===== config.mk =====
export PLATFORM = sky130hd
export DESIGN_NAME = cdg_top
export DESIGN_NICKNAME = d
export VERILOG_FILES = /design/src/hdl/cdg_pkg.sv /design/src/hdl/cdg_socket.sv /design/src/hdl/cdg_top.sv
export SDC_FILE = /design/constraint.sdc
export NUM_CORES = 1
export LEC_CHECK = 0
export ABC_CLOCK_PERIOD_IN_PS = 1880
export CAP_MARGIN = 20
export CORE_MARGIN = 1
export CORE_UTILIZATION = 49
export CTS_CLUSTER_SIZE = 24
export DETAILED_ROUTE_END_ITERATION = 16
export DONT_BUFFER_PORTS = 1
export SYNTH_ARGS = -nofsm -noshare
export SYNTH_HDL_FRONTEND = slang
export SYNTH_SLANG_ARGS = --single-unit

===== constraint.sdc =====
create_clock -name clk -period 1.88 [get_ports clk]
set_clock_uncertainty 0.1 [all_clocks]
set_input_delay 0.094 -clock clk [delete_from_list [all_inputs] [get_ports clk]]
set_output_delay 0.094 -clock clk [all_outputs]
set_load 0.05 [all_outputs]

===== src/hdl/cdg_pkg.sv =====
// package: register indices, field positions and reset values of the card detect control bank
package cdg_pkg;
   //------------------------------------------------------------
   // register indices
   //------------------------------------------------------------
   localparam logic [7:0] CDG_IDX_CDGC_A  = 8'h16; // socket a card detect / general control
   localparam logic [7:0] CDG_IDX_CDGC_B  = 8'h56; // socket b card detect / general control
   localparam logic [7:0] CDG_IDX_GLOBAL  = 8'h1e; // shared global socket control
   //------------------------------------------------------------
   // card detect / general control fields
   //------------------------------------------------------------
   localparam int         CDG_BIT_SENSE2  = 7;
   localparam int         CDG_BIT_SENSE1  = 6;
   localparam int         CDG_BIT_SOFT    = 5;
   localparam int         CDG_BIT_WAKE_EN = 4;
   localparam int         CDG_BIT_RM_EN   = 1;
   localparam logic       CDG_WAKE_EN_RST = 1'b0;
   localparam logic       CDG_RM_EN_RST   = 1'b0;
   //------------------------------------------------------------
   // global control fields
   //------------------------------------------------------------
   localparam int         CDG_BIT_FLAG_CLR = 2;
   localparam logic [7:0] CDG_GLOBAL_MASK  = 8'h1f; // bits 7..5 read only zero
   localparam logic [7:0] CDG_GLOBAL_RST   = 8'h00;
   localparam int         CDG_SOCKETS      = 2;
endpackage


===== src/hdl/cdg_socket.sv =====
// per-socket card detect, voltage sense, wake and removal-reset logic
`timescale 1ns/1ps
module cdg_socket
   import cdg_pkg::*;
(
   // clock and reset
   input  wire logic       clk,
   input  wire logic       arst_n,
   // register write from the bank
   input  wire logic       cfg_wr,
   input  wire logic [7:0] wdata,
   // status-change side
   input  wire logic       cd_int_en,
   input  wire logic       cd_flag_clear,
   input  wire logic       status_bit3_wr1,
   input  wire logic       flag_clear_mode,
   // slot pins
   input  wire logic       detect_pin_one,
   input  wire logic       detect_pin_two,
   input  wire logic       voltage_sense_one,
   input  wire logic       voltage_sense_two,
   // results
   output logic      [7:0] rd_value,
   output logic            soft_irq,
   output logic            wake_low,
   output logic            removal_pulse
);
   //------------------------------------------------------------
   // state
   //------------------------------------------------------------
   logic       wake_en_q, wake_en_d;
   logic       rm_en_q, rm_en_d;
   logic       soft_q, soft_d;
   logic [1:0] det_q, det_d;
   logic       det_seen_q, det_seen_d;
   logic       wake_q, wake_d;
   logic       rm_q, rm_d;
   logic [1:0] det_now;
   logic       cd_change;

   assign det_now   = {detect_pin_two, detect_pin_one};
   // no change is claimed before the first sample after reset
   assign cd_change = det_seen_q && (det_q != det_now);

   // next-state computation
   always_comb begin
      wake_en_d  = wake_en_q;
      rm_en_d    = rm_en_q;
      if (cfg_wr) begin
         wake_en_d = wdata[CDG_BIT_WAKE_EN];
         rm_en_d   = wdata[CDG_BIT_RM_EN];
      end
      // trigger lives one cycle only; a global flag clear in the same cycle does not drop it
      soft_d = 1'b0;
      if (flag_clear_mode && status_bit3_wr1)
         soft_d = 1'b0;
      if (cfg_wr && wdata[CDG_BIT_SOFT] && cd_int_en)
         soft_d = 1'b1;
      det_d      = det_now;
      det_seen_d = 1'b1;
      // set wins over the flag clear so a change in that cycle is kept
      wake_d = (wake_en_q && cd_change) || (wake_q && !cd_flag_clear);
      // removal: both pins were low (card seated) and one has gone high
      rm_d = rm_en_q && det_seen_q && (det_q == 2'b00) && (det_now != 2'b00);
   end

   // registers
   always_ff @(posedge clk or negedge arst_n) begin
      if (!arst_n) begin
         wake_en_q  <= CDG_WAKE_EN_RST;
         rm_en_q    <= CDG_RM_EN_RST;
         soft_q     <= 1'b0;
         det_q      <= 2'b00;
         det_seen_q <= 1'b0;
         wake_q     <= 1'b0;
         rm_q       <= 1'b0;
      end else begin
         wake_en_q  <= wake_en_d;
         rm_en_q    <= rm_en_d;
         soft_q     <= soft_d;
         det_q      <= det_d;
         det_seen_q <= det_seen_d;
         wake_q     <= wake_d;
         rm_q       <= rm_d;
      end
   end

   // read image: live sense levels, trigger and reserved bits as zero
   assign rd_value = {voltage_sense_two, voltage_sense_one, 1'b0, wake_en_q,
                      2'b00, rm_en_q, 1'b0};
   assign soft_irq      = soft_q;
   assign wake_low      = wake_q;
   assign removal_pulse = rm_q;

   //------------------------------------------------------------
   // checks
   //------------------------------------------------------------
   AST_SOFT_IRQ: assert property (@(posedge clk) disable iff (!arst_n)
      cfg_wr && wdata[CDG_BIT_SOFT] && cd_int_en |=> soft_q)
      else $error("soft trigger did not raise interrupt");
   AST_SOFT_NOEN: assert property (@(posedge clk) disable iff (!arst_n)
      soft_q |-> $past(cd_int_en) && $past(cfg_wr))
      else $error("soft interrupt without enable or write");
   AST_SOFT_SELF: assert property (@(posedge clk) disable iff (!arst_n)
      soft_q && !(cfg_wr && wdata[CDG_BIT_SOFT] && cd_int_en) |=> !soft_q)
      else $error("soft trigger did not clear itself");
   AST_WAKE_SET: assert property (@(posedge clk) disable iff (!arst_n)
      wake_en_q && cd_change |=> wake_q)
      else $error("wake not driven on detect change");
   AST_WAKE_HOLD: assert property (@(posedge clk) disable iff (!arst_n)
      wake_q && !cd_flag_clear |=> wake_q)
      else $error("wake released without flag clear");
   AST_RM_PULSE: assert property (@(posedge clk) disable iff (!arst_n)
      rm_q |-> $past(rm_en_q) && ($past(det_q) == 2'b00))
      else $error("removal reset without enable or seated card");
   COV_SOFT: cover property (@(posedge clk) disable iff (!arst_n) soft_q);
   COV_WAKE: cover property (@(posedge clk) disable iff (!arst_n) wake_q ##1 !wake_q);
   COV_RM:   cover property (@(posedge clk) disable iff (!arst_n) rm_q);
endmodule


===== src/hdl/cdg_top.sv =====
// card detect and general control bank for two sockets plus the shared global control
`timescale 1ns/1ps
module cdg_top
   import cdg_pkg::*;
(
   // clock and reset
   input  wire logic                   clk,
   input  wire logic                   arst_n,
   // indexed register port
   input  wire logic [7:0]             reg_idx,
   input  wire logic                   reg_wr,
   input  wire logic                   reg_rd,
   input  wire logic [7:0]             reg_wdata,
   output logic      [7:0]             reg_rdata,
   output logic                        reg_rvalid,
   // status-change register side, one bit per socket
   input  wire logic [CDG_SOCKETS-1:0] cd_int_en,
   input  wire logic [CDG_SOCKETS-1:0] cd_flag_clear,
   input  wire logic [CDG_SOCKETS-1:0] status_bit3_wr1,
   // slot pins, one bit per socket
   input  wire logic [CDG_SOCKETS-1:0] detect_pin_one,
   input  wire logic [CDG_SOCKETS-1:0] detect_pin_two,
   input  wire logic [CDG_SOCKETS-1:0] voltage_sense_one,
   input  wire logic [CDG_SOCKETS-1:0] voltage_sense_two,
   // outputs toward the interrupt, wake and compatibility logic
   output logic      [CDG_SOCKETS-1:0] soft_cd_irq,
   output logic      [CDG_SOCKETS-1:0] compat_reset,
   output logic                        ring_wake_out_n,
   output logic      [7:0]             global_ctrl,
   output logic                        flag_clear_mode
);
   //------------------------------------------------------------
   // shared global control
   //------------------------------------------------------------
   logic [7:0]             global_q, global_d;
   logic [7:0]             rdata_q, rdata_d;
   logic                   rvalid_q, rvalid_d;
   logic [CDG_SOCKETS-1:0] irq_q, irq_d;
   logic [CDG_SOCKETS-1:0] crst_q, crst_d;
   logic                   wake_n_q, wake_n_d;
   logic [CDG_SOCKETS-1:0] sock_wr;
   logic [CDG_SOCKETS-1:0] sock_irq;
   logic [CDG_SOCKETS-1:0] sock_wake;
   logic [CDG_SOCKETS-1:0] sock_rm;
   logic [7:0]             sock_rd [CDG_SOCKETS];

   // writes touch only the five low bits; the top three stay zero
   always_comb begin
      global_d = global_q;
      if (reg_wr && reg_idx == CDG_IDX_GLOBAL)
         global_d = reg_wdata & CDG_GLOBAL_MASK;
   end

   //------------------------------------------------------------
   // socket instances
   //------------------------------------------------------------
   assign sock_wr[0] = reg_wr && (reg_idx == CDG_IDX_CDGC_A);
   assign sock_wr[1] = reg_wr && (reg_idx == CDG_IDX_CDGC_B);

   // one copy per socket, sharing only clock, reset, write data and the global clear mode
   genvar s;
   generate
      for (s = 0; s < CDG_SOCKETS; s++) begin : g_sock
         cdg_socket cdg_socket_inst (
            .clk               (clk),
            .arst_n            (arst_n),
            .cfg_wr            (sock_wr[s]),
            .wdata             (reg_wdata),
            .cd_int_en         (cd_int_en[s]),
            .cd_flag_clear     (cd_flag_clear[s]),
            .status_bit3_wr1   (status_bit3_wr1[s]),
            .flag_clear_mode   (global_q[CDG_BIT_FLAG_CLR]),
            .detect_pin_one    (detect_pin_one[s]),
            .detect_pin_two    (detect_pin_two[s]),
            .voltage_sense_one (voltage_sense_one[s]),
            .voltage_sense_two (voltage_sense_two[s]),
            .rd_value          (sock_rd[s]),
            .soft_irq          (sock_irq[s]),
            .wake_low          (sock_wake[s]),
            .removal_pulse     (sock_rm[s])
         );
      end
   endgenerate

   //------------------------------------------------------------
   // read path and output staging
   //------------------------------------------------------------
   // read data lands one cycle after the strobe; unknown indices read zero
   always_comb begin
      rdata_d  = 8'h00;
      rvalid_d = reg_rd;
      if (reg_rd) begin
         case (reg_idx)
            CDG_IDX_CDGC_A: rdata_d = sock_rd[0];
            CDG_IDX_CDGC_B: rdata_d = sock_rd[1];
            CDG_IDX_GLOBAL: rdata_d = global_q;
            default:        rdata_d = 8'h00;
         endcase
      end
      irq_d    = sock_irq;
      crst_d   = sock_rm;
      // wake pin is shared: either socket pulls it low
      wake_n_d = ~|sock_wake;
   end

   // registers
   always_ff @(posedge clk or negedge arst_n) begin
      if (!arst_n) begin
         global_q <= CDG_GLOBAL_RST;
         rdata_q  <= 8'h00;
         rvalid_q <= 1'b0;
         irq_q    <= '0;
         crst_q   <= '0;
         wake_n_q <= 1'b1;
      end else begin
         global_q <= global_d;
         rdata_q  <= rdata_d;
         rvalid_q <= rvalid_d;
         irq_q    <= irq_d;
         crst_q   <= crst_d;
         wake_n_q <= wake_n_d;
      end
   end

   assign reg_rdata       = rdata_q;
   assign reg_rvalid      = rvalid_q;
   assign soft_cd_irq     = irq_q;
   assign compat_reset    = crst_q;
   assign ring_wake_out_n = wake_n_q;
   assign global_ctrl     = global_q;
   // the status-change register uses this to choose read-clear or write-back
   assign flag_clear_mode = global_q[CDG_BIT_FLAG_CLR];

   //------------------------------------------------------------
   // checks
   //------------------------------------------------------------
   AST_SENSE_RD: assert property (@(posedge clk) disable iff (!arst_n)
      reg_rd && reg_idx == CDG_IDX_CDGC_A |=>
         reg_rdata[CDG_BIT_SENSE2] == $past(voltage_sense_two[0]) &&
         reg_rdata[CDG_BIT_SENSE1] == $past(voltage_sense_one[0]))
      else $error("sense bits not read live");
   AST_RSVD_RD: assert property (@(posedge clk) disable iff (!arst_n)
      reg_rd && reg_idx == CDG_IDX_CDGC_B |=>
         reg_rdata[CDG_BIT_SOFT] == 1'b0 && reg_rdata[3:2] == 2'b00 && reg_rdata[0] == 1'b0)
      else $error("reserved or write-only bits read nonzero");
   AST_GLOBAL_RO: assert property (@(posedge clk) disable iff (!arst_n)
      global_q[7:5] == 3'b000)
      else $error("global read-only bits nonzero");
   AST_GLOBAL_WR: assert property (@(posedge clk) disable iff (!arst_n)
      reg_wr && reg_idx == CDG_IDX_GLOBAL |=> global_q[4:0] == $past(reg_wdata[4:0]))
      else $error("global write not stored");
   AST_WAKE_PIN: assert property (@(posedge clk) disable iff (!arst_n)
      !ring_wake_out_n && !(|(cd_flag_clear & sock_wake)) && (sock_wake != '0) |=>
         !ring_wake_out_n)
      else $error("ring wake released early");
   AST_IRQ_STAGE: assert property (@(posedge clk) disable iff (!arst_n)
      reg_wr && reg_idx == CDG_IDX_CDGC_A && reg_wdata[CDG_BIT_SOFT] && cd_int_en[0]
         |-> ##2 soft_cd_irq[0])
      else $error("soft interrupt did not reach output");
   AST_IRQ_STAGE_B: assert property (@(posedge clk) disable iff (!arst_n)
      reg_wr && reg_idx == CDG_IDX_CDGC_B && reg_wdata[CDG_BIT_SOFT] && cd_int_en[1]
         |-> ##2 soft_cd_irq[1])
      else $error("socket b soft interrupt did not reach output");
   // a pulse at the pin must trace back to an enabled trigger two edges earlier
   AST_IRQ_NOEN: assert property (@(posedge clk) disable iff (!arst_n)
      soft_cd_irq[0] |-> $past(cd_int_en[0], 2))
      else $error("soft interrupt raised while disabled");
   AST_SENSE_RD_B: assert property (@(posedge clk) disable iff (!arst_n)
      reg_rd && reg_idx == CDG_IDX_CDGC_B |=>
         reg_rdata[CDG_BIT_SENSE2] == $past(voltage_sense_two[1]) &&
         reg_rdata[CDG_BIT_SENSE1] == $past(voltage_sense_one[1]))
      else $error("socket b sense bits not read live");
   AST_RSVD_RD_A: assert property (@(posedge clk) disable iff (!arst_n)
      reg_rd && reg_idx == CDG_IDX_CDGC_A |=>
         reg_rdata[CDG_BIT_SOFT] == 1'b0 && reg_rdata[3:2] == 2'b00 && reg_rdata[0] == 1'b0)
      else $error("socket a reserved or write-only bits read nonzero");
   // only a write to its own index may move the shared global byte
   AST_GLOBAL_KEEP: assert property (@(posedge clk) disable iff (!arst_n)
      !(reg_wr && reg_idx == CDG_IDX_GLOBAL) |=> $stable(global_q))
      else $error("global control changed without a write");
   AST_CLR_MODE: assert property (@(posedge clk) disable iff (!arst_n)
      flag_clear_mode == global_ctrl[CDG_BIT_FLAG_CLR])
      else $error("flag clear mode not taken from global bit");
   // removal pulse is staged through one flop toward the pin
   AST_RM_STAGE: assert property (@(posedge clk) disable iff (!arst_n)
      sock_rm[0] |=> compat_reset[0])
      else $error("removal reset did not reach output");
   // released one cycle after no socket holds its wake request
   AST_WAKE_IDLE: assert property (@(posedge clk) disable iff (!arst_n)
      sock_wake == '0 |=> ring_wake_out_n)
      else $error("ring wake held with no socket asking");

   //------------------------------------------------------------
   // read handshake checks
   //------------------------------------------------------------
   // read answers come one cycle after the strobe and never linger
   AST_RVALID_ONE: assert property (@(posedge clk) disable iff (!arst_n)
      reg_rd |=> reg_rvalid)
      else $error("read strobe not answered");
   AST_RDATA_IDLE: assert property (@(posedge clk) disable iff (!arst_n)
      !reg_rd |=> !reg_rvalid && reg_rdata == 8'h00)
      else $error("read data left standing");

   //------------------------------------------------------------
   // coverage
   //------------------------------------------------------------
   COV_GLOBAL_WR: cover property (@(posedge clk) disable iff (!arst_n)
      reg_wr && reg_idx == CDG_IDX_GLOBAL);
   COV_WAKE_LOW:  cover property (@(posedge clk) disable iff (!arst_n) !ring_wake_out_n);
endmodule


# Word level (Yosys, flattened, before mapping)
# Cells that the tools add are included.
# totals
in_bits	34
wordCells	57
ff_bits	34
output_inout_bits	23
# op_classes
eq_ne	5
n_mux	4
reduce_logical	29
# ops
op	count
case mux 8 bit (3 select lines)	1
logical AND 1 bit	19
== test 8 x 5 -> 1 bit (second input constant)	2
== test 8 x 7 -> 1 bit (second input constant)	1
two-way mux 8 bit	1
zero test 2 bit	2
inequality test 2 bit	2
nonzero test 2 bit	2
zero test 1 bit	3
logical OR 1 bit	2
two-way mux 1 bit	2
OR reduction 2 bit	1

# Longest topological paths before layout
# depth
ltp_word	5
mapped_depth	4
mapped_depth_nobuf	3

# By module
# From an unflattened synthesis, not the netlist that was laid out.
# hier_totals
hier_cells	127
area_unflattened_um2	1544.0
# by_module_without_submodules
module	area_per_inst_um2	cells_each	instances	seq_area_each_um2
cdg_top	855.8	69	1	476.7
cdg_socket	344.1	29	2	200.2

# Worst setup path after synthesis
# No wires, ideal clock.
# synth_timing
path_kind	input port to flip-flop
start	input reg_idx[6]
end	register global_q[0], in the netlist global_ctrl[0]
setup_ns	0.125
setup_slack_ns	0.562
cell_stages	4
arrival_ns	1.094
path_buffers	1
t_required_ns	1.655
cell_sequence	buf_6 nor4b_4 nand3_4 mux2_2
# synth_between
elab_chain_cells	2
# synth_rtl
element	line	source
from (decl)	cdg_top.sv:10	input wire logic [7:0] reg_idx,
== test 8 x 5 -> 1 bit	cdg_top.sv:50	if (reg_wr && reg_idx == CDG_IDX_GLOBAL)
logical AND 1 bit	cdg_top.sv:50	
to (signal assigned)	cdg_top.sv:116	global_q <= global_d;
to (decl)	cdg_top.sv:35	logic [7:0] global_q, global_d;
# Every way passes these cells.
# A chain may end at the register's enable or synchronous reset.

# Worst setup path in the final report
# Same ends and word-level chain as after synthesis.

==> results.py <==
metrics = {
    "grt": {
        "antenna_found_initial": 0,
        "grt_pass1_wl_um": 3590,
        "grt_pass1_vias": 844,
        "grt_usage_pct": 18.8,
        "overflow": 0,
        "grt_max_degree": 34,
    },
    "sta": {
        "final.setup.worst_slack_ns": 0.183,
        "slew_headroom_pct": 61.3,
        "finalMaxSlewViolations": 0,
        "setup_tns_ns": 0,
        "final-setup-viol-count": 0,
        "rsz0062_at_grt": "false",
        "period_needed_ns": 1.70,
        "fmax_mhz": 589,
        "tightest_slew_ns": 0.578,
        "period_share_pct": 90.3,
        "hold_violations": 0,
    },
    "floorplanning": {
        "die_x_um": 53.9,
        "rows": 18,
        "start_util_pct": 52.4,
        "coreArea_um2": 2520,
        "pin_count": 57,
        "fp.dieArea_um2": 2910,
        "die_h_um": 53.9,
    },
    "power": {
        "p_per_area_nw_per_um2": 845,
        "ir_worst_vdd_uv": 644,
        "total_leakage_power_nw": 0.782,
    },
    "place": {
        "io_buffers": 0,
        "dpl.hpwl_um": 1510,
        "gp_congestion": 0.731,
        "dpl_worst_slack_ns": 0.418,
    },
    "route": {
        "wl_per_cell_um": 14.5,
        "vias_per_cell": 5.32,
        "wirelength_um": 2380,
        "drt-initial-drc-count": 13,
        "vias": 872,
        "drt_pass1_iterations": 3,
        "drtAntennaViolNets": 0,
        "drc": 0,
    },
    "finish": {
        "drive_gt1_share_pct": 20.9,
        "final_common_cell": "dfrtp_1",
        "areaGrowthSynthToFinish_pct": 30.0,
        "final_cell_mix": "32 x dfrtp_1, 27 x dlygate4sd3_1, 11 x mux2_2, 9 x nand3_1",
        "nets": 167,
        "diodes": 0,
    },
    "cts": {
        "cts_tree": "done",
        "cts.path.max_buffers": 2,
        "cts_made_buffers": 5,
        "clkLatencyLatePin_ns": 0.33,
        "root_buffer": "clkbuf_4",
        "cts_sinks": 33,
        "cts_setup_buffers": 0,
        "ctsHtreeMaxLevel": 2,
        "clk_pin_slew_worst_paths_ns": 0.10,
    },
    "synthesis": {
        "synth_top_area_cell": "dfrtp_1",
        "yosys_warnings": 0,
        "yosysTopAreaCellShare_pct": 60.6,
        "synthesis.area_um2": 1320,
        "yosysSeqAreaShare_pct": 62.6,
        "synthCells": 99,
        "synth.avg_cell_area_um2": 13.3,
        "synth_seq_cells": 33,
        "ys_types": 25,
        "ys_top_cells_by_area": "dfrtp_1 61%, mux2_2 9.4%, nand3_1 3.4%",
    },
    "worst_setup_path": {
        "arrival_ns": 1.81,
        "critPathRequiredTime_ns": 1.99,
        "startpoint_type": "input pin",
        "crit_chain": "dlygate4sd3_1, nor4b_4, nand3_4, mux2_2",
        "worstSetupPathType": "input pin to register",
        "critical_path.max_stage_delay_ns": 0.64,
        "endpoint_kind": "register",
        "cp_top_family": "simple AND/OR/NAND/NOR gates",
        "slowest_stage": "dlygate4sd3_1",
        "crit_fanout": 8,
        "path_buf_inv": 1,
        "cp.depth": 4,
        "r2r_cells": 2,
    },
    "hold_path": {
        "min_path_type": "input pin to register",
        "hold_path_depth": 3,
    },
    "flow_run": {
        "cap_violations": 0,
    },
    "status": {
        "run_status": "finished, final reports clean",
    },
}
sequential cells by signal, indices dropped and copies added, names as in the netlist:
name / count
reg_rdata: 7
global_ctrl: 5
g_sock.cdg_socket_inst.det_q: 4
compat_reset: 2
g_sock.cdg_socket_inst.removal_pulse: 2
g_sock.cdg_socket_inst.rm_en_q: 2
g_sock.cdg_socket_inst.soft_irq: 2
g_sock.cdg_socket_inst.wake_en_q: 2
g_sock.cdg_socket_inst.wake_low: 2
soft_cd_irq: 2
g_sock.cdg_socket_inst.det_seen_q: 1
reg_rvalid: 1
ring_wake_out_n: 1
tightest hold or removal path, cell delays in order:
cell and delay, ns:
xor2_1 0.12, o211ai_1 0.11, o21ai_0 0.07
synthesized netlist by cell type:
cell type and n:
nor4b_4 1, nor4bb_1 1, mux2_2 11, nand2_1 3
buf_2 1, nor2_1 5, nor4_1 2, nor3b_1 1
dfrtp_1 32, dfstp_2 1, o21ai_0 2, nand3_2 1
buf_6 1, and3_1 3, xor2_1 4, nand4_1 3
and2_2 1, o211ai_1 2, nand3_4 1, and4b_1 1
buf_4 5, conb_1 2, a21boi_0 4, nand3_1 9
inv_1 2
report_power, final:
part / internal, W / switching [W]
Combinational: 0.0000630 / 0.0000680
Sequential: 0.000731 / 0.0000447
Clock: 0.000316 / 0.000230
stage by stage:
| step | area, um^2 | cells | total power (W) | hold slack, ns | utilization (%) |
|---|---|---|---|---|---|
| after floorplan | 1330 | 102 | 0.000851 | -0.302 | - |
| after global placement | 1340 | 128 | 0.000848 | -0.301 | 53.1 |
| after detailed placement | 1340 | 128 | 0.000850 | -0.301 | 53.1 |
| after CTS | 1720 | 164 | 0.00147 | 0.000227 | 68.1 |
| after global routing | 1720 | 164 | 0.00152 | 0.0131 | 68.1 |
| final | 1720 | 164 | 0.00145 | 0.00258 | 68.1 |
layout make-up:
class                   instances  area [um^2]
flip-flops and latches         33          827
fillers                       182          805
multi-input cells              60          444
repair buffers                 31          313
clock buffers                   6         51.3
clock inverters                 2         37.5
well taps                      30         37.5
inverters                       2         7.51
logic make-up (layout without fill, tap and decap cells):
kind of cell	Yosys count	after routing	synth area share [%]
flops	33	33	62.6
simple gates	32	32	16.0
mux	11	11	9.38
buf+inv	9	41	4.64
compound gates	8	8	4.17
xor+xnor	4	4	2.65
other cells	2	5	0.568
worst paths after layout:
path | slack [ns] | end | start
min | 0.003 | g_sock[1].cdg_socket_inst.wake_low | detect_pin_one[1]
min in group asynchronous | 0.09 | compat_reset[1] | arst_n
max reg2reg | 0.69 | reg_rdata[4] | global_ctrl[4]
max in group asynchronous | 1.36 | ring_wake_out_n | arst_n
max | 0.18 | global_ctrl[0] | reg_idx[6]
min reg2reg | 0.26 | soft_cd_irq[0] | g_sock[0].cdg_socket_inst.soft_irq
metal layers:
metal / share of wire [%] / global-route usage [%] / wire length [um]
met5: 0 / 0 / 0
met3: 8.8 / 9.89 / 209
met4: 1.4 / 7.89 / 34
met2: 46 / 29.2 / 1090
met1: 44 / 21.4 / 1040
what timing repair did:
| action | in CTS | in global routing |
|---|---|---|
| hold buffers | 28 | 0 |
| hold endpoints to repair | 60 | 0 |
| gates resized for setup | 0 | 0 |
Note: power is estimated with default switching activity, not from simulation.
